**src/rtl/pd_ctrl_pkg.sv**
```systemverilog
/*
 * Constants, register map and carrier types for the power-down controller
 * that drives a DDR3 device's CKE and command pins.
 * Assumes a 200 MHz pclk that also serves as the memory clock CK.
 */
// What this block does
// - Halve refresh interval above 85C
// - No self refresh hot without an option
// - MR2 bit 7 picks temperature range
// - Range bit zero whenever auto set
// - Keep CKE high during MRS/ZQ/READ/WRITE
// - Wait 1 clock or tMOD before CKE low
// - Read/write to CKE low minimum delays
// - Write-autoprecharge to CKE low delay
// - Refresh in power-down: wait tXPDLL
// - Only NOP until buffers disabled
// - Reset DLL if entered unlocked
// - Hold CKE low, reset high inside
// - Minimum and maximum power-down time
// - CKE high with NOP exits, hold tCKE
// - Slow exit: tXPDLL before reads
// - Exit-refresh-entry spacing rules
package pd_ctrl_pkg;

	// ----------------------------------------------------------------
	// Clock and time figures
	// ----------------------------------------------------------------
	localparam int CLK_PERIOD_PS   = 5000;
	localparam int TXPDLL_MIN_PS   = 24000;
	localparam int TXPDLL_MIN_TCK  = 10;
	localparam int TXPDLL_CYC      = ((TXPDLL_MIN_PS + CLK_PERIOD_PS - 1) / CLK_PERIOD_PS
	                                  > TXPDLL_MIN_TCK) ?
	                                  (TXPDLL_MIN_PS + CLK_PERIOD_PS - 1) / CLK_PERIOD_PS :
	                                  TXPDLL_MIN_TCK;
	localparam int TREFI_64_NS     = 7800;
	localparam int TREFI_CYC       = TREFI_64_NS * 1000 / CLK_PERIOD_PS;
	localparam int PD_MAX_REFI     = 9;
	localparam int ACT_PD_CYC      = 1;
	localparam int CNT_W           = 16;

	// ----------------------------------------------------------------
	// APB register offsets and reset values
	// ----------------------------------------------------------------
	localparam logic [7:0]  REG_CTRL   = 8'h00;
	localparam logic [7:0]  REG_TIMING = 8'h04;
	localparam logic [7:0]  REG_CMD    = 8'h08;
	localparam logic [7:0]  REG_STATUS = 8'h0c;
	localparam logic [31:0] CTRL_RST   = 32'h0000_0000;
	localparam logic [31:0] TIMING_RST = 32'h0604_0c05;

	// CTRL bit positions
	localparam int CTRL_AUTO_SR  = 0;
	localparam int CTRL_SR_RANGE = 1;
	localparam int CTRL_FAST   = 2;
	localparam int CTRL_HOT    = 3;
	localparam int CTRL_BC4MRS = 4;

	// DDR3 command encodings {cs_n, ras_n, cas_n, we_n}
	localparam logic [3:0] CMD_NOP = 4'h7;
	localparam logic [3:0] CMD_ACT = 4'h3;
	localparam logic [3:0] CMD_RD  = 4'h5;
	localparam logic [3:0] CMD_WR  = 4'h4;
	localparam logic [3:0] CMD_PRE = 4'h2;
	localparam logic [3:0] CMD_REF = 4'h1;
	localparam logic [3:0] CMD_MRS = 4'h0;

	// Software command codes written to REG_CMD[3:0]
	typedef enum logic [3:0] {
		OP_ACT = 4'h1, OP_RD = 4'h2, OP_WR = 4'h3, OP_WRAP = 4'h4,
		OP_PRE = 4'h5, OP_REF = 4'h6, OP_MRS = 4'h7, OP_PDE = 4'h8,
		OP_PDX = 4'h9, OP_DLLRST = 4'ha
	} op_e;

	// Pin bundle toward the memory
	typedef struct packed {
		logic       cke;
		logic       reset_n;
		logic [3:0] cmd;
		logic       a12;
	} dram_pins_s;

	// Timing fields from REG_TIMING
	typedef struct packed {
		logic [7:0] tmod;
		logic [7:0] wr;
		logic [7:0] rl;
		logic [7:0] wl;
	} timing_s;

endpackage

```
**src/rtl/pd_down_counter.sv**
```systemverilog
/*
 * Loadable down-counter used for every minimum interval.
 * Assumes loads come from logic on the same clock.
 */
`timescale 1ns/1ps
module pd_down_counter #(
	parameter int W = 16
) (
	// Clock and reset
	input  wire logic         pclk,
	input  wire logic         presetn,
	// Control
	input  wire logic         load,
	input  wire logic [W-1:0] value,
	// Status
	output logic              done
);
	import pd_ctrl_pkg::*;

	logic [W-1:0] cnt_q;
	logic [W-1:0] cnt_d;

	// Next count: load wins, else count to zero and stop
	always_comb begin
		cnt_d = cnt_q;
		if (load) begin
			cnt_d = value;
		end else if (cnt_q != '0) begin
			cnt_d = cnt_q - 1'b1;
		end
	end

	always_ff @(posedge pclk or negedge presetn) begin
		if (!presetn) begin
			cnt_q <= '0;
		end else begin
			cnt_q <= cnt_d;
		end
	end

	assign done = (cnt_q == '0);
endmodule

```
**src/rtl/pd_ctrl.sv**
```systemverilog
/*
 * Host-side power-down controller: software orders commands over APB,
 * the block spaces them on the DDR3 pins and enforces power-down timing.
 * Assumes pclk is the memory clock; the device answers nothing back.
 */
// Implementation choices: register access over APB and the address map.
`timescale 1ns/1ps
module pd_ctrl (
	// APB slave
	input  wire logic                     pclk,
	input  wire logic                     presetn,
	input  wire logic                     psel,
	input  wire logic                     penable,
	input  wire logic                     pwrite,
	input  wire logic [7:0]               paddr,
	input  wire logic [31:0]              pwdata,
	output logic      [31:0]              prdata,
	output logic                          pready,
	output logic                          pslverr,
	// Memory pins
	output pd_ctrl_pkg::dram_pins_s       dram,
	output logic                          auto_self_refresh,
	output logic                          self_refresh_temp_range,
	output logic                          mr0_fast_exit
);
	import pd_ctrl_pkg::*;

	// ----------------------------------------------------------------
	// State
	// ----------------------------------------------------------------
	typedef enum logic [1:0] {
		ST_ACTIVE = 2'b00,
		ST_PD     = 2'b01,
		ST_EXIT   = 2'b11
	} pd_state_e;

	pd_state_e  state_q, state_d;
	logic [31:0] ctrl_q, ctrl_d;
	timing_s    tim_q, tim_d;
	dram_pins_s pins_q, pins_d;
	logic [31:0] prdata_q, prdata_d;
	logic       pready_q, pready_d, pslverr_q, pslverr_d;
	logic       busy_q, busy_d;      // CKE-high-only op running
	logic       bank_open_q, bank_open_d;
	logic       dll_rst_need_q, dll_rst_need_d;
	logic       slow_q, slow_d;      // last entry was slow-exit precharge PD
	logic       refresh_in_pd_q, refresh_in_pd_d;
	logic       err_q, err_d;        // sticky fault: refresh in power-down or hot without option
	logic [CNT_W-1:0] pd_time_q, pd_time_d;
	logic       overdue_q, overdue_d;

	// Counter controls
	logic             pden_load, cmd_load, lock_load, xp_load, busy_load;
	logic [CNT_W-1:0] pden_val, cmd_val, busy_val;
	logic             pden_ok, cmd_ok, lock_ok, xp_ok, busy_done;

	// ----------------------------------------------------------------
	// Interval counters
	// ----------------------------------------------------------------
	pd_down_counter #(.W(CNT_W)) u_pden (.pclk(pclk), .presetn(presetn),
		.load(pden_load), .value(pden_val), .done(pden_ok));
	pd_down_counter #(.W(CNT_W)) u_cmd (.pclk(pclk), .presetn(presetn),
		.load(cmd_load), .value(cmd_val), .done(cmd_ok));
	pd_down_counter #(.W(CNT_W)) u_lock (.pclk(pclk), .presetn(presetn),
		.load(lock_load), .value(CNT_W'(TXPDLL_CYC)), .done(lock_ok));
	pd_down_counter #(.W(CNT_W)) u_xp (.pclk(pclk), .presetn(presetn),
		.load(xp_load), .value(CNT_W'(ACT_PD_CYC + 2)), .done(xp_ok));
	pd_down_counter #(.W(CNT_W)) u_busy (.pclk(pclk), .presetn(presetn),
		.load(busy_load), .value(busy_val), .done(busy_done));

	// Widen an 8-bit timing field
	function automatic logic [CNT_W-1:0] wid(input logic [7:0] v);
		return {{(CNT_W-8){1'b0}}, v};
	endfunction

	// ----------------------------------------------------------------
	// APB decode and command sequencing
	// ----------------------------------------------------------------
	logic       wr_acc, rd_acc;
	logic [3:0] op;
	logic       sr_mode_ok;

	always_comb begin
		wr_acc = psel && penable && pwrite && !pready_q;
		rd_acc = psel && penable && !pwrite && !pready_q;
		op     = pwdata[3:0];
		state_d = state_q;
		ctrl_d = ctrl_q;
		tim_d = tim_q;
		pins_d = pins_q;
		pins_d.cmd = CMD_NOP;        // Commands are one-cycle pulses
		pins_d.a12 = 1'b1;
		pins_d.reset_n = 1'b1;
		prdata_d = prdata_q;
		pready_d = psel && penable && !pready_q;
		pslverr_d = 1'b0;
		busy_d = busy_q && !busy_done;
		bank_open_d = bank_open_q;
		dll_rst_need_d = dll_rst_need_q;
		slow_d = slow_q;
		refresh_in_pd_d = refresh_in_pd_q;
		err_d = err_q;
		pd_time_d = pd_time_q;
		overdue_d = overdue_q;
		pden_load = 1'b0;
		pden_val = '0;
		cmd_load = 1'b0;
		cmd_val = '0;
		lock_load = 1'b0;
		xp_load = 1'b0;
		busy_load = 1'b0;
		busy_val = '0;
		// Both bits set is illegal; write refused below
		sr_mode_ok = !(pwdata[CTRL_AUTO_SR] && pwdata[CTRL_SR_RANGE]);

		// Power-down residency versus nine refresh intervals
		if (state_q == ST_PD) begin
			if (pd_time_q != '1) begin
				pd_time_d = pd_time_q + 1'b1;
			end
			// Hot case halves the interval
			if ((ctrl_q[CTRL_HOT] &&
			     pd_time_q >= CNT_W'(PD_MAX_REFI * TREFI_CYC / 2)) ||
			    pd_time_q >= CNT_W'(PD_MAX_REFI * TREFI_CYC / 2) * 2'd2) begin
				overdue_d = 1'b1;
			end
		end

		if (state_q == ST_EXIT && xp_ok) begin
			state_d = ST_ACTIVE;
		end

		if (wr_acc) begin
			unique case (paddr)
				REG_CTRL: begin
					if (sr_mode_ok) begin
						ctrl_d = pwdata;
					end else begin
						pslverr_d = 1'b1;
					end
				end
				REG_TIMING: tim_d = timing_s'(pwdata);
				REG_CMD: begin
					// Only NOP while buffer disable delay runs; cke low also after reset
					if ((!pins_q.cke && op != OP_PDX && op != OP_REF) ||
					    !cmd_ok) begin
						pslverr_d = 1'b1;
					end else begin
						unique case (op)
							OP_ACT, OP_PRE: begin
								pins_d.cmd = (op == OP_ACT) ? CMD_ACT : CMD_PRE;
								bank_open_d = (op == OP_ACT);
								pden_load = 1'b1;
								pden_val = CNT_W'(ACT_PD_CYC);
							end
							OP_RD: begin
								if (!lock_ok || dll_rst_need_q) begin
									pslverr_d = 1'b1;
								end else begin
									pins_d.cmd = CMD_RD;
									busy_load = 1'b1;
									busy_val = wid(tim_q.rl) + CNT_W'(5);
									pden_load = 1'b1;
									pden_val = wid(tim_q.rl) + CNT_W'(5);
								end
							end
							OP_WR, OP_WRAP: begin
								pins_d.cmd = CMD_WR;
								busy_load = 1'b1;
								pden_load = 1'b1;
								// Fixed chop-of-four ends two clocks sooner
								busy_val = wid(tim_q.wl) +
									(ctrl_q[CTRL_BC4MRS] ? CNT_W'(2) : CNT_W'(4));
								pden_val = busy_val + wid(tim_q.wr) +
									((op == OP_WRAP) ? CNT_W'(1) : CNT_W'(0));
								if (op == OP_WRAP) begin
									bank_open_d = 1'b0;
								end
							end
							OP_REF: begin
								pins_d.cmd = CMD_REF;
								pden_load = 1'b1;
								if (state_q == ST_PD) begin
									err_d = 1'b1;
								end
								if (refresh_in_pd_q) begin
									pden_val = CNT_W'(TXPDLL_CYC);
								end else begin
									pden_val = CNT_W'(ACT_PD_CYC);
								end
							end
							OP_MRS: begin
								pins_d.cmd = CMD_MRS;
								busy_load = 1'b1;
								busy_val = wid(tim_q.tmod);
								pden_load = 1'b1;
								pden_val = wid(tim_q.tmod);
							end
							OP_DLLRST: begin
								pins_d.cmd = CMD_MRS;
								dll_rst_need_d = 1'b0;
								busy_load = 1'b1;
								busy_val = wid(tim_q.tmod);
								pden_load = 1'b1;
								pden_val = wid(tim_q.tmod);
							end
							OP_PDE: begin
								// Entry waits for busy ops and delays
								if (state_q != ST_ACTIVE || busy_q || !pden_ok ||
								    (refresh_in_pd_q && !lock_ok)) begin
									pslverr_d = 1'b1;
								end else begin
									pins_d.cke = 1'b0;
									state_d = ST_PD;
									pd_time_d = '0;
									overdue_d = 1'b0;
									slow_d = !bank_open_q && !ctrl_q[CTRL_FAST];
									dll_rst_need_d = !lock_ok;
									cmd_load = 1'b1;
									cmd_val = CNT_W'(2);
									xp_load = 1'b1;
								end
							end
							OP_PDX: begin
								// After reset cke sits low in ACTIVE; exit is what wakes it
								if ((state_q != ST_PD &&
								     !(state_q == ST_ACTIVE && !pins_q.cke)) || !xp_ok) begin
									pslverr_d = 1'b1;
								end else begin
									pins_d.cke = 1'b1;
									state_d = ST_EXIT;
									refresh_in_pd_d = 1'b1;
									xp_load = 1'b1;
									cmd_load = 1'b1;
									cmd_val = CNT_W'(ACT_PD_CYC + 2);
									lock_load = slow_q;
								end
							end
							default: pslverr_d = 1'b1;
						endcase
						if (op != OP_REF && op != OP_PDX && op != OP_PDE) begin
							refresh_in_pd_d = 1'b0;
						end
					end
				end
				default: pslverr_d = 1'b1;
			endcase
		end

		if (rd_acc) begin
			unique case (paddr)
				REG_CTRL:   prdata_d = ctrl_q;
				REG_TIMING: prdata_d = 32'(tim_q);
				REG_CMD:    prdata_d = 32'h0000_0000;
				REG_STATUS: prdata_d = {24'h0, overdue_q, err_q, dll_rst_need_q,
				                        slow_q, bank_open_q, busy_q, state_q};
				default: begin
					prdata_d = 32'h0000_0000;
					pslverr_d = 1'b1;
				end
			endcase
		end
		// No self refresh hot unless an option is set
		if (ctrl_q[CTRL_HOT] && !ctrl_q[CTRL_AUTO_SR] && !ctrl_q[CTRL_SR_RANGE]) begin
			err_d = 1'b1;
		end
	end

	// ----------------------------------------------------------------
	// Registers
	// ----------------------------------------------------------------
	always_ff @(posedge pclk or negedge presetn) begin
		if (!presetn) begin
			state_q <= ST_ACTIVE;
			ctrl_q <= CTRL_RST;
			tim_q <= timing_s'(TIMING_RST);
			pins_q <= '{cke: 1'b0, reset_n: 1'b0, cmd: CMD_NOP, a12: 1'b1};
			prdata_q <= '0;
			pready_q <= 1'b0;
			pslverr_q <= 1'b0;
			busy_q <= 1'b0;
			bank_open_q <= 1'b0;
			dll_rst_need_q <= 1'b0;
			slow_q <= 1'b0;
			refresh_in_pd_q <= 1'b0;
			err_q <= 1'b0;
			pd_time_q <= '0;
			overdue_q <= 1'b0;
		end else begin
			state_q <= state_d;
			ctrl_q <= ctrl_d;
			tim_q <= tim_d;
			pins_q <= pins_d;
			prdata_q <= prdata_d;
			pready_q <= pready_d;
			pslverr_q <= pslverr_d;
			busy_q <= busy_d || busy_load;
			bank_open_q <= bank_open_d;
			dll_rst_need_q <= dll_rst_need_d;
			slow_q <= slow_d;
			refresh_in_pd_q <= refresh_in_pd_d;
			err_q <= err_d;
			pd_time_q <= pd_time_d;
			overdue_q <= overdue_d;
		end
	end

	// Outputs straight from flip-flops
	assign dram = pins_q;
	assign prdata = prdata_q;
	assign pready = pready_q;
	assign pslverr = pslverr_q;
	assign auto_self_refresh = ctrl_q[CTRL_AUTO_SR];
	assign self_refresh_temp_range = ctrl_q[CTRL_SR_RANGE];
	assign mr0_fast_exit = ctrl_q[CTRL_FAST];
endmodule

```
**config.mk**
```make
export PLATFORM = sky130hd
export DESIGN_NAME = pd_ctrl
export DESIGN_NICKNAME = d
export VERILOG_FILES = /design/src/rtl/pd_ctrl_pkg.sv /design/src/rtl/pd_down_counter.sv /design/src/rtl/pd_ctrl.sv
export SDC_FILE = /design/constraint.sdc
export NUM_CORES = 1
export LEC_CHECK = 0
export ABC_AREA = 1
export BUFFER_PORTS_ARGS = -buffer_cell sky130_fd_sc_hd__buf_2
export CAP_MARGIN = 20
export CORE_MARGIN = 2
export CORE_UTILIZATION = 40
export DETAILED_ROUTE_END_ITERATION = 16
export PLACE_DENSITY = 0.64
export SLEW_MARGIN = 25
export SYNTH_ARGS = -nofsm -noshare
export SYNTH_HDL_FRONTEND = slang
export SYNTH_HIERARCHICAL = 1
export SYNTH_SLANG_ARGS = --single-unit
export TNS_END_PERCENT = 100
```
**constraint.sdc**
```tcl
create_clock -name pclk -period 5.69 [get_ports pclk]
set_input_delay 0.2845 -clock pclk [delete_from_list [all_inputs] [get_ports pclk]]
set_output_delay 0.2845 -clock pclk [all_outputs]
set_load 0.02 [all_outputs]
```
**After elaboration in Yosys (flattened, before gate mapping)**

Index checks and enable logic that the tools add are counted.

- Output and inout bits: 44
- Register bits: 209
- Logic and storage cells: 247

- $add $sub $neg: 10
- Equal/unequal tests: 25
- Reduce and logical (&&, ||, !) cells: 81
- Magnitude comparators: 2
- Muxes and demuxes: 101
- Bitwise gates (word level): 3

Operators with widths:

| cell | number |
|---|---|
| 2-to-1 mux 16 bit | 17 |
| one-hot mux 32 bit (3 select lines) | 1 |
| logical NOT 16 bit | 5 |
| nonzero test 16 bit | 5 |
| subtractor 16 x 1 -> 16 bit, second input constant | 5 |
| one-hot mux 11 bit (5 select lines) | 1 |
| 2-to-1 mux 1 bit | 46 |
| 2-to-1 mux 9 bit | 4 |
| 2-to-1 mux 11 bit | 3 |
| nonzero test 2 bit | 14 |
| one-hot mux 9 bit (3 select lines) | 1 |
| AND reduction 5 bit | 5 |
| 2-to-1 mux 2 bit | 12 |
| logical AND 1 bit | 20 |
| adder 16 x 1 -> 16 bit, second input constant | 1 |
| == test 4 x 3 -> 1 bit, second input constant | 4 |
| == test 8 x 4 -> 1 bit, second input constant | 2 |
| greater-or-equal comparator 16 x 13 -> 1 bit, second input constant | 1 |
| greater-or-equal comparator 16 x 14 -> 1 bit, second input constant | 1 |
| != test 16 bit, second input constant | 1 |
| one-hot mux 3 bit (5 select lines) | 1 |
| logical NOT 1 bit | 13 |
| == test 4 bit, second input constant | 3 |
| 2-to-1 mux 3 bit | 4 |
| other kinds (28) | 52 |

**Logic depth before layout (Yosys ltp)**

Gate-level depths: netlist of run 1.

- Depth in word-level cells: 12
- Gate-level depth with buffers: 19
- Mapped depth without buffers: 19

**Cells and area by module**

Netlist of run 1, hierarchy kept.

By module, submodules not included:

| module | cells each | area an instance (µm²) | instances |
|---|---|---|---|
| pd_ctrl | 1027 | 7300.8 | 1 |
| pd_down_counter at u_busy ... | 167 | 1184.9 | 3 |
| pd_down_counter at u_pden ... | 168 | 1133.6 | 2 |

**Worst setup path before layout of run 1**

No wires, ideal clock.

- Path kind: flip-flop to flip-flop
- Start point: register tim_q[2] (netlist bit)
- End point: register u_pden.cnt_q[8]
- Data required time: 5.566 ns
- Stages on the path, launching flop included: 18
- Arrival time: 2.444 ns
- Slack: 3.122 ns
- Path buffers: 0
- Path through: dfstp_2 > inv_1 > fa_1 > inv_1 > nand3_1 > xor2_1 > inv_1 > ha_1 > a21oi_1 > o21a_1 > nand2_1 > nand2_1 > nand2_1 > nor2_1 > nor2_1 > nand2_1 > inv_1 > o21bai_1

- Cells in the longest elaborated chain, start to end: 8

Ends and longest elaborated chain:

| element | line | source |
|---|---|---|
| from (decl) | pd_ctrl.sv:39 | `timing_s tim_q, tim_d;` |
| from (signal assigned) | pd_ctrl.sv:276 | `tim_q <= timing_s'(TIMING_RST);` |
| from (signal assigned) | pd_ctrl.sv:292 | `tim_q <= tim_d;` |
| adder 8 x 3 -> 9 bit | pd_ctrl.sv:172 | `busy_val = wid(tim_q.wl) +` |
| adder 9 x 8 -> 10 bit | pd_ctrl.sv:174 | `pden_val = busy_val + wid(tim_q.wr) +` |
| adder 10 x 1 -> 11 bit | pd_ctrl.sv:174 |  |
| one-hot mux 11 bit (5 select lines) | pd_ctrl.sv:149 | `unique case (op)` |
| 2-to-1 mux 11 bit | pd_ctrl.sv:145 | `if ((!pins_q.cke && op != OP_PDX && op != OP_REF) \|\|` |
| 2-to-1 mux 11 bit | pd_ctrl.sv:134 | `unique case (paddr)` |
| 2-to-1 mux 11 bit | pd_ctrl.sv:133 | `if (wr_acc) begin` |
| via pden_val[8] | pd_ctrl.sv:54 | `logic [CNT_W-1:0] pden_val, cmd_val, busy_val;` |
| 2-to-1 mux 16 bit | pd_down_counter.sv:26 | `if (load) begin` |
| to (signal assigned) | pd_down_counter.sv:37 | `cnt_q <= cnt_d;` |
| to (decl) | pd_down_counter.sv:20 | `logic [W-1:0] cnt_q;` |

The timed path passes the listed nets, and every way through them passes these cells.
A chain may end at the register's enable or synchronous reset.

**Worst setup path after layout of run 1**

- Start point: register u_xp.cnt_q[0]
- End point: register u_lock.cnt_q[12]

- Cells in the longest elaborated chain, start to end: 9
- Elaborated cells between the ends (all ways): 10

Ends and longest elaborated chain:

| element | line | source |
|---|---|---|
| from (decl) | pd_down_counter.sv:20 |  |
| from (signal assigned) | pd_down_counter.sv:37 |  |
| logical NOT 16 bit * | pd_down_counter.sv:41 | `assign done = (cnt_q == '0);` |
| via xp_ok | pd_ctrl.sv:55 | `logic pden_ok, cmd_ok, lock_ok, xp_ok, busy_done;` |
| logical NOT 1 bit * | pd_ctrl.sv:227 | `!(state_q == ST_ACTIVE && !pins_q.cke)) \|\| !xp_ok) begin` |
| logical OR 1 bit * | pd_ctrl.sv:227 |  |
| 2-to-1 mux 1 bit * | pd_ctrl.sv:226 | `if ((state_q != ST_PD &&` |
| 2-to-1 mux 1 bit * | pd_ctrl.sv:149 |  |
| 2-to-1 mux 1 bit * | pd_ctrl.sv:145 |  |
| 2-to-1 mux 1 bit * | pd_ctrl.sv:134 |  |
| 2-to-1 mux 1 bit * | pd_ctrl.sv:133 |  |
| via lock_load | pd_ctrl.sv:53 | `logic pden_load, cmd_load, lock_load, xp_load, busy_load;` |
| 2-to-1 mux 16 bit or nonzero test 2 bit (tied branches) | n/a |  |
| to (signal assigned) | pd_down_counter.sv:37 |  |
| to (decl) | pd_down_counter.sv:20 |  |

Mark *: on every way through the listed nets, which the timed path passes. The rest lies on a longest branch.

==> run metrics, run 1 <==
status=complete, no violations; Placement Setup Slack=1.70 ns; core area=32500 um2; TritonCTS Buffers=26; final worst-path cycle share=between 60% and 70%; First DRT Iteration DRCs=about 650; f_max=around 280 MHz; Cell Rows=66; Core Util, Final=between 40% and 50%; clock sink count=about 210; layout cells sized above 1=between 10% and 20%; RSZ-0062 raised after global routing=no; synthesized instance count=between 1500 and 2000; worst endpoint required time=6.11 ns; Ports=89; GR met3 Demand/Resource=~2.4%; Net count, final=2071; Synth cell types=43; top post-synthesis cells by area=dfrtp_1 (38%), nand2_1 (19%), inv_1 (7.0%); Port Buffers=86; Crit Path Category=flop to flop; worst skew pair latency=0.54 ns; top-area cell type share of the netlist area=37.8%; GRT busiest layer=met2; Post-synth EDFFs=0; relative slew slack=between 40% and 50%; Initial Util=between 40% and 50%; Worst Tran Pin Value=just under 0.8 ns; Top FF cell, synth=dfrtp_1; first-pass GRT wire length=about 55000 um; final setup vio count=0; Max Slew Vio Count=0; clock root cell=clkbuf_16; vias in the first global route=10900; Pwr Total=0.00495 W; CP Launch Type=flop; Pleak=a little over 8 nW; Max Cap Violations=0; GR met1 Demand/Resource=~29%; crit path max fanout=20; CTS Buffer Depth=3; Die Wd=185 um; Area Growth Syn to Fin=15.7%; top post-synthesis cells by count=nand2_1 (650), inv_1 (245), dfrtp_1 (198); Final Skew=0.0142 ns; Final min period=~3.6 ns; Chip Height=between 150 and 200 um; register bit total from synthesis=208; PD cells=between 300 and 400 nW/um2; number of H-tree levels=1; share of flip-flops with an asynchronous set or reset=between 90% and 100%; via-per-instance ratio=approximately 4.7; total die area=34300 um2; hold bufs inserted after CTS=6; Vias=between 10000 and 15000; register area=5220 um2; routed len/inst=~13 um; Syn. warnings=6; area occupied by multi-input gates=around 7000 um2; initial antenna violation count=1; Max VDD drop=between 0.2 and 0.25 mV; CTS clk-pin slew, worst paths=roughly 0.060 ns; Syn Area/Cell=7.04 um2; Worst Setup End Kind=flop; TritonRoute pass-1 iters=5; Post-Syn Area=~13000 um2; # DRC=0; placer congestion estimate=about 0.88; Worst Hold Class=primary input to flop; Final Hold Fails=0; data arrival time of the worst path=approximately 4 ns; setup_tns=0 ns; count leader, synth=nand2_1; Resized Gates After CTS=0; hpwl dp=approximately 24000 um; sequential fraction of the synthesis area=just under 40%; DRT antenna net count=0; CTS tree=done; GRT met2 Usage=31.0%; fillcell total=3311; routed wire length=approximately 33000 um; worst setup margin=about 2.1 ns; largest net degree at the start of global routing=116; post-CTS setup buffers=0; gr usage total=between 10% and 20%; remaining global-route overflow=0; Synth area leader=dfrtp_1
==> registers in the layout, indices dropped and copies added (netlist names), 2 cells and up <==
signal / cells
ctrl_q: 32
prdata: 32
tim_q: 32
pd_time_q: 16
u_busy/cnt_q: 16
u_cmd/cnt_q: 16
u_lock/cnt_q: 16
u_pden/cnt_q: 16
u_xp/cnt_q: 16
dram: 5
state_q: 2
==> power breakdown <==
group / leakage [nW] / total (W) / internal, W / switching [W]
Sequential: 2.72 / 0.00194 / 0.00171 / 0.000231
Combinational: 5.00 / 0.00123 / 0.000448 / 0.000779
Clock: 0.454 / 0.00178 / 0.00112 / 0.000659
==> through the flow <==
stage / instance area (um2) / std cells / hold slack, ns
2_1_floorplan: 13300 / 1924 / -0.0111
3_3_place_gp: 14200 / 2413 / 0.371
3_5_place_dp: 14200 / 2413 / 0.387
4_1_cts: 15200 / 2467 / 0.000212
5_1_grt: 15200 / 2468 / 0.0161
6_report: 15200 / 2468 / 0.0198
==> worst paths after layout <==
| kind | startpoint | end | slack [ns] | cells past startpoint |
|---|---|---|---|---|
| setup / recovery | u_xp/cnt_q[0]$_DFFE_PN0P_ | u_lock/cnt_q[12]$_DFFE_PN0P_ | 2.09 | 15 |
| hold / removal | pwdata[13] | ctrl_q[13]$_DFFE_PN0P_ | 0.02 | 3 |
| setup reg to reg | u_xp/cnt_q[0]$_DFFE_PN0P_ | u_lock/cnt_q[12]$_DFFE_PN0P_ | 2.09 | 15 |
| hold reg to reg | prdata[11]$_DFFE_PN0P_ | prdata[11]$_DFFE_PN0P_ | 0.47 | 2 |
| max in group asynchronous | presetn | tim_q[30]$_DFFE_PN0P_ | 4.29 | 3 |
| min in group asynchronous | presetn | u_lock/cnt_q[8]$_DFFE_PN0P_ | 0.36 | 2 |
==> critical path, stage by stage (launching register included) <==
cell and delay, ns:
dfrtp_1 0.37, inv_1 0.10, ha_1 0.25, nand2_2 0.13
nor2_2 0.14, nand3_1 0.10, nor3_1 0.24, inv_1 0.09
a211oi_1 0.23, and2_1 0.18, nand2_1 0.17, nor2_2 0.57
inv_1 0.41, or2_2 0.38, nand2_1 0.07, nor2_1 0.04
==> layer usage <==
| layer | up-vias | routed length (um) |
|---|---|---|
| li1 | 6048 | - |
| met1 | 5315 | 16500 |
| met2 | 208 | 14400 |
| met3 | 53 | 1290 |
| met4 | 0 | 722 |
| met5 | - | 0 |
==> cells in the final DEF (no fill, tap or decap), types with 14 or more instances in the layout <==
master / netlist / final
nand2_1: 650 / 649
inv_1: 245 / 244
dfrtp_1: 198 / 198
nor2_1: 171 / 169
o21ai_0: 131 / 131
nand3_1: 112 / 112
buf_2: 17 / 85
conb_1: 2 / 62
a21oi_1: 37 / 37
nor2_2: 31 / 33
clkbuf_16: 0 / 27
nand4_1: 24 / 24
xor2_1: 21 / 21
nand2_2: 18 / 18
ha_1: 18 / 18
nor2_4: 18 / 18
xnor2_1: 16 / 16
nand3b_1: 15 / 15
o21ai_1: 14 / 14
==> logic make-up after synthesis <==
group                      count (synthesis)  synth area share [%]
and+or+nand+nor                         1084                  37.3
buffers and inverters                    295                  9.00
AOI/OAI and AO/OA                        217                  9.22
DFF                                      208                  39.8
xor gates and xnor gates                  37                  2.47
adders and majority gates                 21                  2.17
other                                      2                0.0572
==> cell type report <==
class	instances	share of cell area (%)
Antenna cell	1	0.0165
Sequential cell	208	34.4
Inverter	247	6.11
Clock buffer	38	5.12
Multi-Input combinational cell	1421	45.9
Tap cell	442	3.64
Timing Repair Buffer	101	3.82
Clock inverter	10	1.05
No activity file was read; power rests on OpenSTA's default activity.
==> inputs of run 2 (changes only) <==
- PLACE_DENSITY: 0.64 -> 0.66
- clock period: 5.69 -> 3 ns (I/O delays scaled with it)
==> run 2 against run 1 <==
  * Die area is the same
  * Sequential cell count is the same
  * Cell count grew 1.6%
  * Critical endpoint is now u_pden/cnt_q[8]$_DFFE_PN0P_
  * Highest routed layer is now met5
==> run metrics, run 2 (same netlist as run 1, synthesis figures left out) <==
Comb pwr share=25.1% (+0.3 points); slowest cell on the critical path=dfrtp_1; via-per-instance ratio=4.74 (+0.71%); routed wire length=34200 um (+3.9%); status=complete, no violations; Cell Rows=66 (unchanged); Stages on worst setup path=18 (+3); commonest non-fill, non-tap cells in the layout=nand2_1 (646), inv_1 (242), dfrtp_1 (198); CP Launch Type=flop; DRT antenna net count=0 (unchanged); initial antenna violation count=2 (+1); Sequential Power Share=38.6% (-0.6 points); placed inst area=14300 um2 (+0.83%); Worst Hold Class=primary input to flop; placed insts=2427 (+0.58%); total die area=34300 um2 (unchanged); DR WL met2=15300 um (+6.3%); Worst R2R Path Depth=18 (+3); Final Hold Fails=0 (unchanged); Hold Path Cell Cnt=3 (unchanged); post-route cell area=15700 um2 (+3.2%); clock sink count=208 (unchanged); WL met3=1850 um (+43%); Pwr Total=0.00955 W (+93%); P_int=0.00630 W (+92%); Max Cap Violations=0 (unchanged); crit path buf inv count=4 (+1); remaining global-route overflow=0 (unchanged); net load switching power=0.00324 W (+94%); Worst Setup End Kind=flop; Final min period=2.80 ns (-0.798 ns); Die Wd=185 um (unchanged); Ports=89 (unchanged); relative slew slack=43.7% (-3.6 points); CTS clk-pin slew, worst paths=0.06 ns (about the same); CP delay by family, top=adder cells; CTS tree=done; TritonCTS Buffers=26 (unchanged); Cell Chain, Critical Path=ha_2 -> inv_1 -> fa_1 -> inv_1 -> nand3_1 -> xor2_1 -> inv_1 -> ha_4 -> a21oi_2 -> o21a_1 -> nand2_1 -> nand2_1 -> nand2_1 -> nor2_1 -> nor2_1 -> nand2_1 -> inv_1 -> o21bai_1; Crit Path Category=flop to flop; f_max=357 MHz (+28%); setup_tns=0 ns (unchanged); First DRT Iteration DRCs=765 (+18%); Vias=11900 (+2.3%); Initial Util=40.4% (unchanged); Clk pwr share=36.3% (+0.3 points); data arrival time of the worst path=3.21 ns (-0.81 ns); worst endpoint required time=3.41 ns (-2.70 ns); layout cells sized above 1=14.6% (+1.4 points); gr usage total=20.4% (+0.62 points); Port Buffers=86 (unchanged); CTS Buffer Depth=3 (unchanged); vias in the first global route=11300 (+3.2%); final worst-path cycle share=93.4% (+30 points); max layer used=met5; routed len/inst=13.7 um (+2.2%); worst skew pair latency=0.55 ns (about the same); DRT met1 WL=16300 um (-1.3%); Net count, final=2110 (+1.9%); # DRC=0 (unchanged); sw frac=34.0% (+0.26 points); Final Skew=0.0299 ns (+0.0157 ns); core area=32500 um2 (unchanged); number of H-tree levels=1 (unchanged); fillcell total=3240 (-2.1%); final setup vio count=0 (unchanged); final non-filler cell total=2507 (+1.6%); clock root cell=clkbuf_16; Area Growth Syn to Fin=19.3%; Chip Height=185 um (unchanged); TritonRoute pass-1 iters=5 (unchanged); Max Slew Vio Count=0 (unchanged); PD cells=610 nW/um2 (+87%); Max VDD drop=0.546 mV (+160%); Pleak=8.35 nW (+2.0%); hpwl dp=24700 um (+2.1%); max incr delay on CP=0.42 ns (-0.15 ns); Worst Tran Pin Value=0.844 ns (+0.0591 ns); first-pass GRT wire length=56700 um (+3.4%); placer congestion estimate=0.922 (+4.4%); most common cell after layout, fill and taps aside=nand2_1; crit path max fanout=4 (-80%); largest net degree at the start of global routing=137 (+18%); Core Util, Final=48.2% (+1.5 points)
run 2: layout make-up:
type / count / area [um2] / share of cell area, %
antenna: 1 / 2.50 / 0.0160
clock buffer: 31 / 689 / 4.40
clock inverter: 17 / 270 / 1.73
inverter: 247 / 927 / 5.92
multi-input combinational: 1421 / 7040 / 44.9
sequential: 208 / 5220 / 33.3
tap: 442 / 553 / 3.53
timing repair buffer: 140 / 960 / 6.13
run 2: worst min-delay path: cells and delay by family:
| kind | cells | cell delay [ns] |
|---|---|---|
| AND/OR/NAND/NOR | 1 | 0.22 |
| buffers and inverters | 2 | 0.16 |
run 2: per-stage QoR:
step / setup WS (ns) / hold slack (ns)
floorplan: 0.432 / -0.146
global placement: 0.0565 / 0.187
detailed placement: -0.0663 / 0.180
CTS: 0.000958 / 0.0147
global route: -0.00754 / 0.0519
finish: 0.198 / 0.0392
run 2: routing by layer:
layer | vias to the layer above | global-route usage [%]
met5 | - | 0
met4 | 2 | 4.67
met3 | 47 | 3.15
met2 | 235 | 32.3
met1 | 5483 | 29.3
li1 | 6124 | -
run 2: timing repair:
item                       in CTS  in global routing
cloned                          0                  0
gates resized for setup         1                 23
hold endpoints to repair      259                  0
setup endpoints to repair       1                 76
buffers inserted                0                  0
hold buffers                   31                  0
pin swaps                       0                  1
run 2: worst paths after layout:
check | endpoint | start | slack [ns]
max in group asynchronous | ctrl_q[31]$_DFFE_PN0P_ | presetn | 2.07
min reg2reg | err_q$_DFFE_PN0P_ | err_q$_DFFE_PN0P_ | 0.47
min | pready$_DFF_PN0_ | psel | 0.04
min in group asynchronous | u_lock/cnt_q[5]$_DFFE_PN0P_ | presetn | 0.20
max reg2reg | u_pden/cnt_q[8]$_DFFE_PN0P_ | ctrl_q[4]$_DFFE_PN0P_ | 0.20
max | u_pden/cnt_q[8]$_DFFE_PN0P_ | ctrl_q[4]$_DFFE_PN0P_ | 0.20
run 2: power groups by stage:
stage          Sequential [W]  Combinational (W)  Clock [W]
2_1_floorplan         0.00363            0.00189          0
3_3_place_gp          0.00372            0.00229          0
3_5_place_dp          0.00372            0.00235          0
4_1_cts               0.00368            0.00240    0.00356
5_1_grt               0.00375            0.00276    0.00366
6_report              0.00368            0.00239    0.00347
==> inputs of run 3 (changes only) <==
- CORE_UTILIZATION: 40 -> 31
- PLACE_DENSITY: 0.66 -> 0.55
- TNS_END_PERCENT: 100 -> 20
==> run 3 against run 2 <==
  * Sequential share of layout area is 0.21 points lower
  * Design area is 0.63% higher
  * Worst hold slack worse by 0.0055 ns
  * Utilization is 11 points lower
  * First-iteration DRC count is 3.4% lower
  * Critical path type unchanged
  * Largest cell class unchanged
==> run metrics, run 3 (same netlist as run 1, synthesis figures left out) <==
status=complete, no violations; layout cells sized above 1=14.9% (+0.27 points); Cell Chain, Critical Path=ha_2 -> inv_1 -> fa_1 -> inv_1 -> nand3_1 -> xor2_1 -> inv_1 -> ha_1 -> nand2_1 -> o21a_1 -> nand2_1 -> nand2_1 -> nand3_1 -> a21oi_2 -> nand2_1 -> inv_1 -> o21bai_1; TritonRoute pass-1 iters=5 (unchanged); DRT antenna net count=0 (unchanged); Crit Path Category=flop to flop; Net count, final=2119 (+0.43%); clock sink count=208 (unchanged); Max Cap Violations=0 (unchanged); hpwl dp=26800 um (+8.9%); Worst Setup End Kind=flop; clock root cell=clkbuf_16; worst endpoint required time=3.46 ns (+0.05 ns); Cell Rows=75 (+14%); Worst Tran Pin Value=0.867 ns (+0.0228 ns); most common cell after layout, fill and taps aside=nand2_1; number of H-tree levels=1 (unchanged); CTS Buffer Depth=3 (unchanged); Max Slew Vio Count=0 (unchanged); via-per-instance ratio=4.55 (-4.1%); initial antenna violation count=2 (unchanged); PD cells=589 nW/um2 (-3.5%); data arrival time of the worst path=3.27 ns (+0.06 ns); Core Util, Final=37.6% (-11 points); Final Skew=0.0469 ns (+0.0169 ns); fillcell total=4455 (+38%); max incr delay on CP=0.40 ns (-0.02 ns); register area=5220 um2 (unchanged); routed len/inst=13.9 um (+1.7%); total die area=44000 um2 (+28%); remaining global-route overflow=0 (unchanged); Initial Util=31.4% (-9.1 points); Ports=89 (unchanged); Worst Hold Class=primary input to flop; RSZ-0062 raised after global routing=yes; r2r setup slk=0.18 ns (about the same); slowest cell on the critical path=dfrtp_1; f_max=355 MHz (-0.53%); Final Hold Fails=0 (unchanged); final non-filler cell total=2613 (+4.2%); vias in the first global route=11700 (+3.4%); TritonCTS Buffers=26 (unchanged); crit path buf inv count=4 (unchanged); Pleak=8.35 nW (about the same); Vias=11900 (-0.076%); Max VDD drop=0.384 mV (-30%); Die Wd=210 um (+13%); core area=41900 um2 (+29%); CTS tree=done; worst skew pair latency=0.57 ns (+0.02 ns); routed wire length=36300 um (+6.0%); Port Buffers=86 (unchanged); final setup vio count=0 (unchanged); First DRT Iteration DRCs=739 (-3.4%); area occupied by multi-input gates=7040 um2 (about the same); largest net degree at the start of global routing=88 (-36%); placer congestion estimate=0.914 (-0.86%); Pwr Total=0.00927 W (-2.9%); CP delay by family, top=adder cells; Chip Height=210 um (+13%); gr usage total=16.9% (-3.5 points); relative slew slack=42.2% (-1.5 points); Final min period=2.82 ns (+0.0148 ns); CP Launch Type=flop; final worst-path cycle share=93.9% (+0.49 points); placed insts=2532 (+4.3%); Min Hold Slack=0.0338 ns (-0.00549 ns); # DRC=0 (unchanged); commonest non-fill, non-tap cells in the layout=nand2_1 (646), inv_1 (244), dfrtp_1 (198); CTS clk-pin slew, worst paths=0.06 ns (about the same); Area Growth Syn to Fin=20.1%; first-pass GRT wire length=60600 um (+6.9%); crit path max fanout=4 (unchanged)
-- run 3: metrics by stage --
| step | area [um2] | setup WS, ns | TNS, ns |
|---|---|---|---|
| floorplan | 13300 | 0.432 | 0 |
| global placement | 14500 | 0.0429 | 0 |
| detailed placement | 14500 | 0.0689 | 0 |
| CTS | 15700 | 0.0319 | 0 |
| global route | 15800 | -0.0406 | -0.0750 |
| finish | 15800 | 0.183 | 0 |
-- run 3: cell type report --
cell class                      instances  share of cell area (%)
Multi-Input combinational cell       1421                    44.7
Sequential cell                       208                    33.1
Timing Repair Buffer                  149                    6.47
Inverter                              247                    5.88
Clock buffer                           34                    4.57
Tap cell                              539                    4.28
Clock inverter                         14                   0.969
Antenna cell                            1                  0.0159
-- run 3: repair_timing --
action	in CTS	in global routing
resized for setup	0	21
endpoints found under the hold margin	139	0
setup endpoints to repair	0	67
buffers inserted	0	1
hold buffers	31	0
-- run 3: worst reg2reg max path, cell delays in order, from the launching register on --
cell      delay [ns]
dfrtp_1         0.40
ha_2            0.20
inv_1           0.05
fa_1            0.39
inv_1           0.09
nand3_1         0.09
xor2_1          0.15
inv_1           0.12
ha_1            0.31
nand2_1         0.09
o21a_1          0.15
nand2_1         0.07
nand2_1         0.06
nand3_1         0.13
a21oi_2         0.20
nand2_1         0.08
inv_1           0.05
o21bai_1        0.09
-- run 3: worst paths after layout --
kind / start / to / cells past startpoint
worst max register to register: ctrl_q[4]$_DFFE_PN0P_ / u_pden/cnt_q[7]$_DFFE_PN0P_ / 17
worst min register to register: err_q$_DFFE_PN0P_ / err_q$_DFFE_PN0P_ / 1
min in group asynchronous: presetn / u_pden/cnt_q[4]$_DFFE_PN0P_ / 2
worst max-delay path: ctrl_q[4]$_DFFE_PN0P_ / u_pden/cnt_q[7]$_DFFE_PN0P_ / 17
max in group asynchronous: presetn / tim_q[11]$_DFFE_PN1P_ / 3
worst min-delay path: pwdata[3] / tim_q[3]$_DFFE_PN0P_ / 3
-- run 3: power by group --
| part | internal (W) | switching, W | total [W] |
|---|---|---|---|
| registers | 0.00324 | 0.000452 | 0.00370 |
| clock network | 0.00188 | 0.00132 | 0.00320 |
| logic | 0.000881 | 0.00150 | 0.00238 |
-- run 3: per-layer routing --
metal	GRT usage, %	share of wire [%]	vias to the layer above
met2	26.7	44	217
met4	4.16	2.2	2
li1	-	-	6130
met3	2.45	4.1	49
met1	24.3	50	5484
met5	0	0.036	-
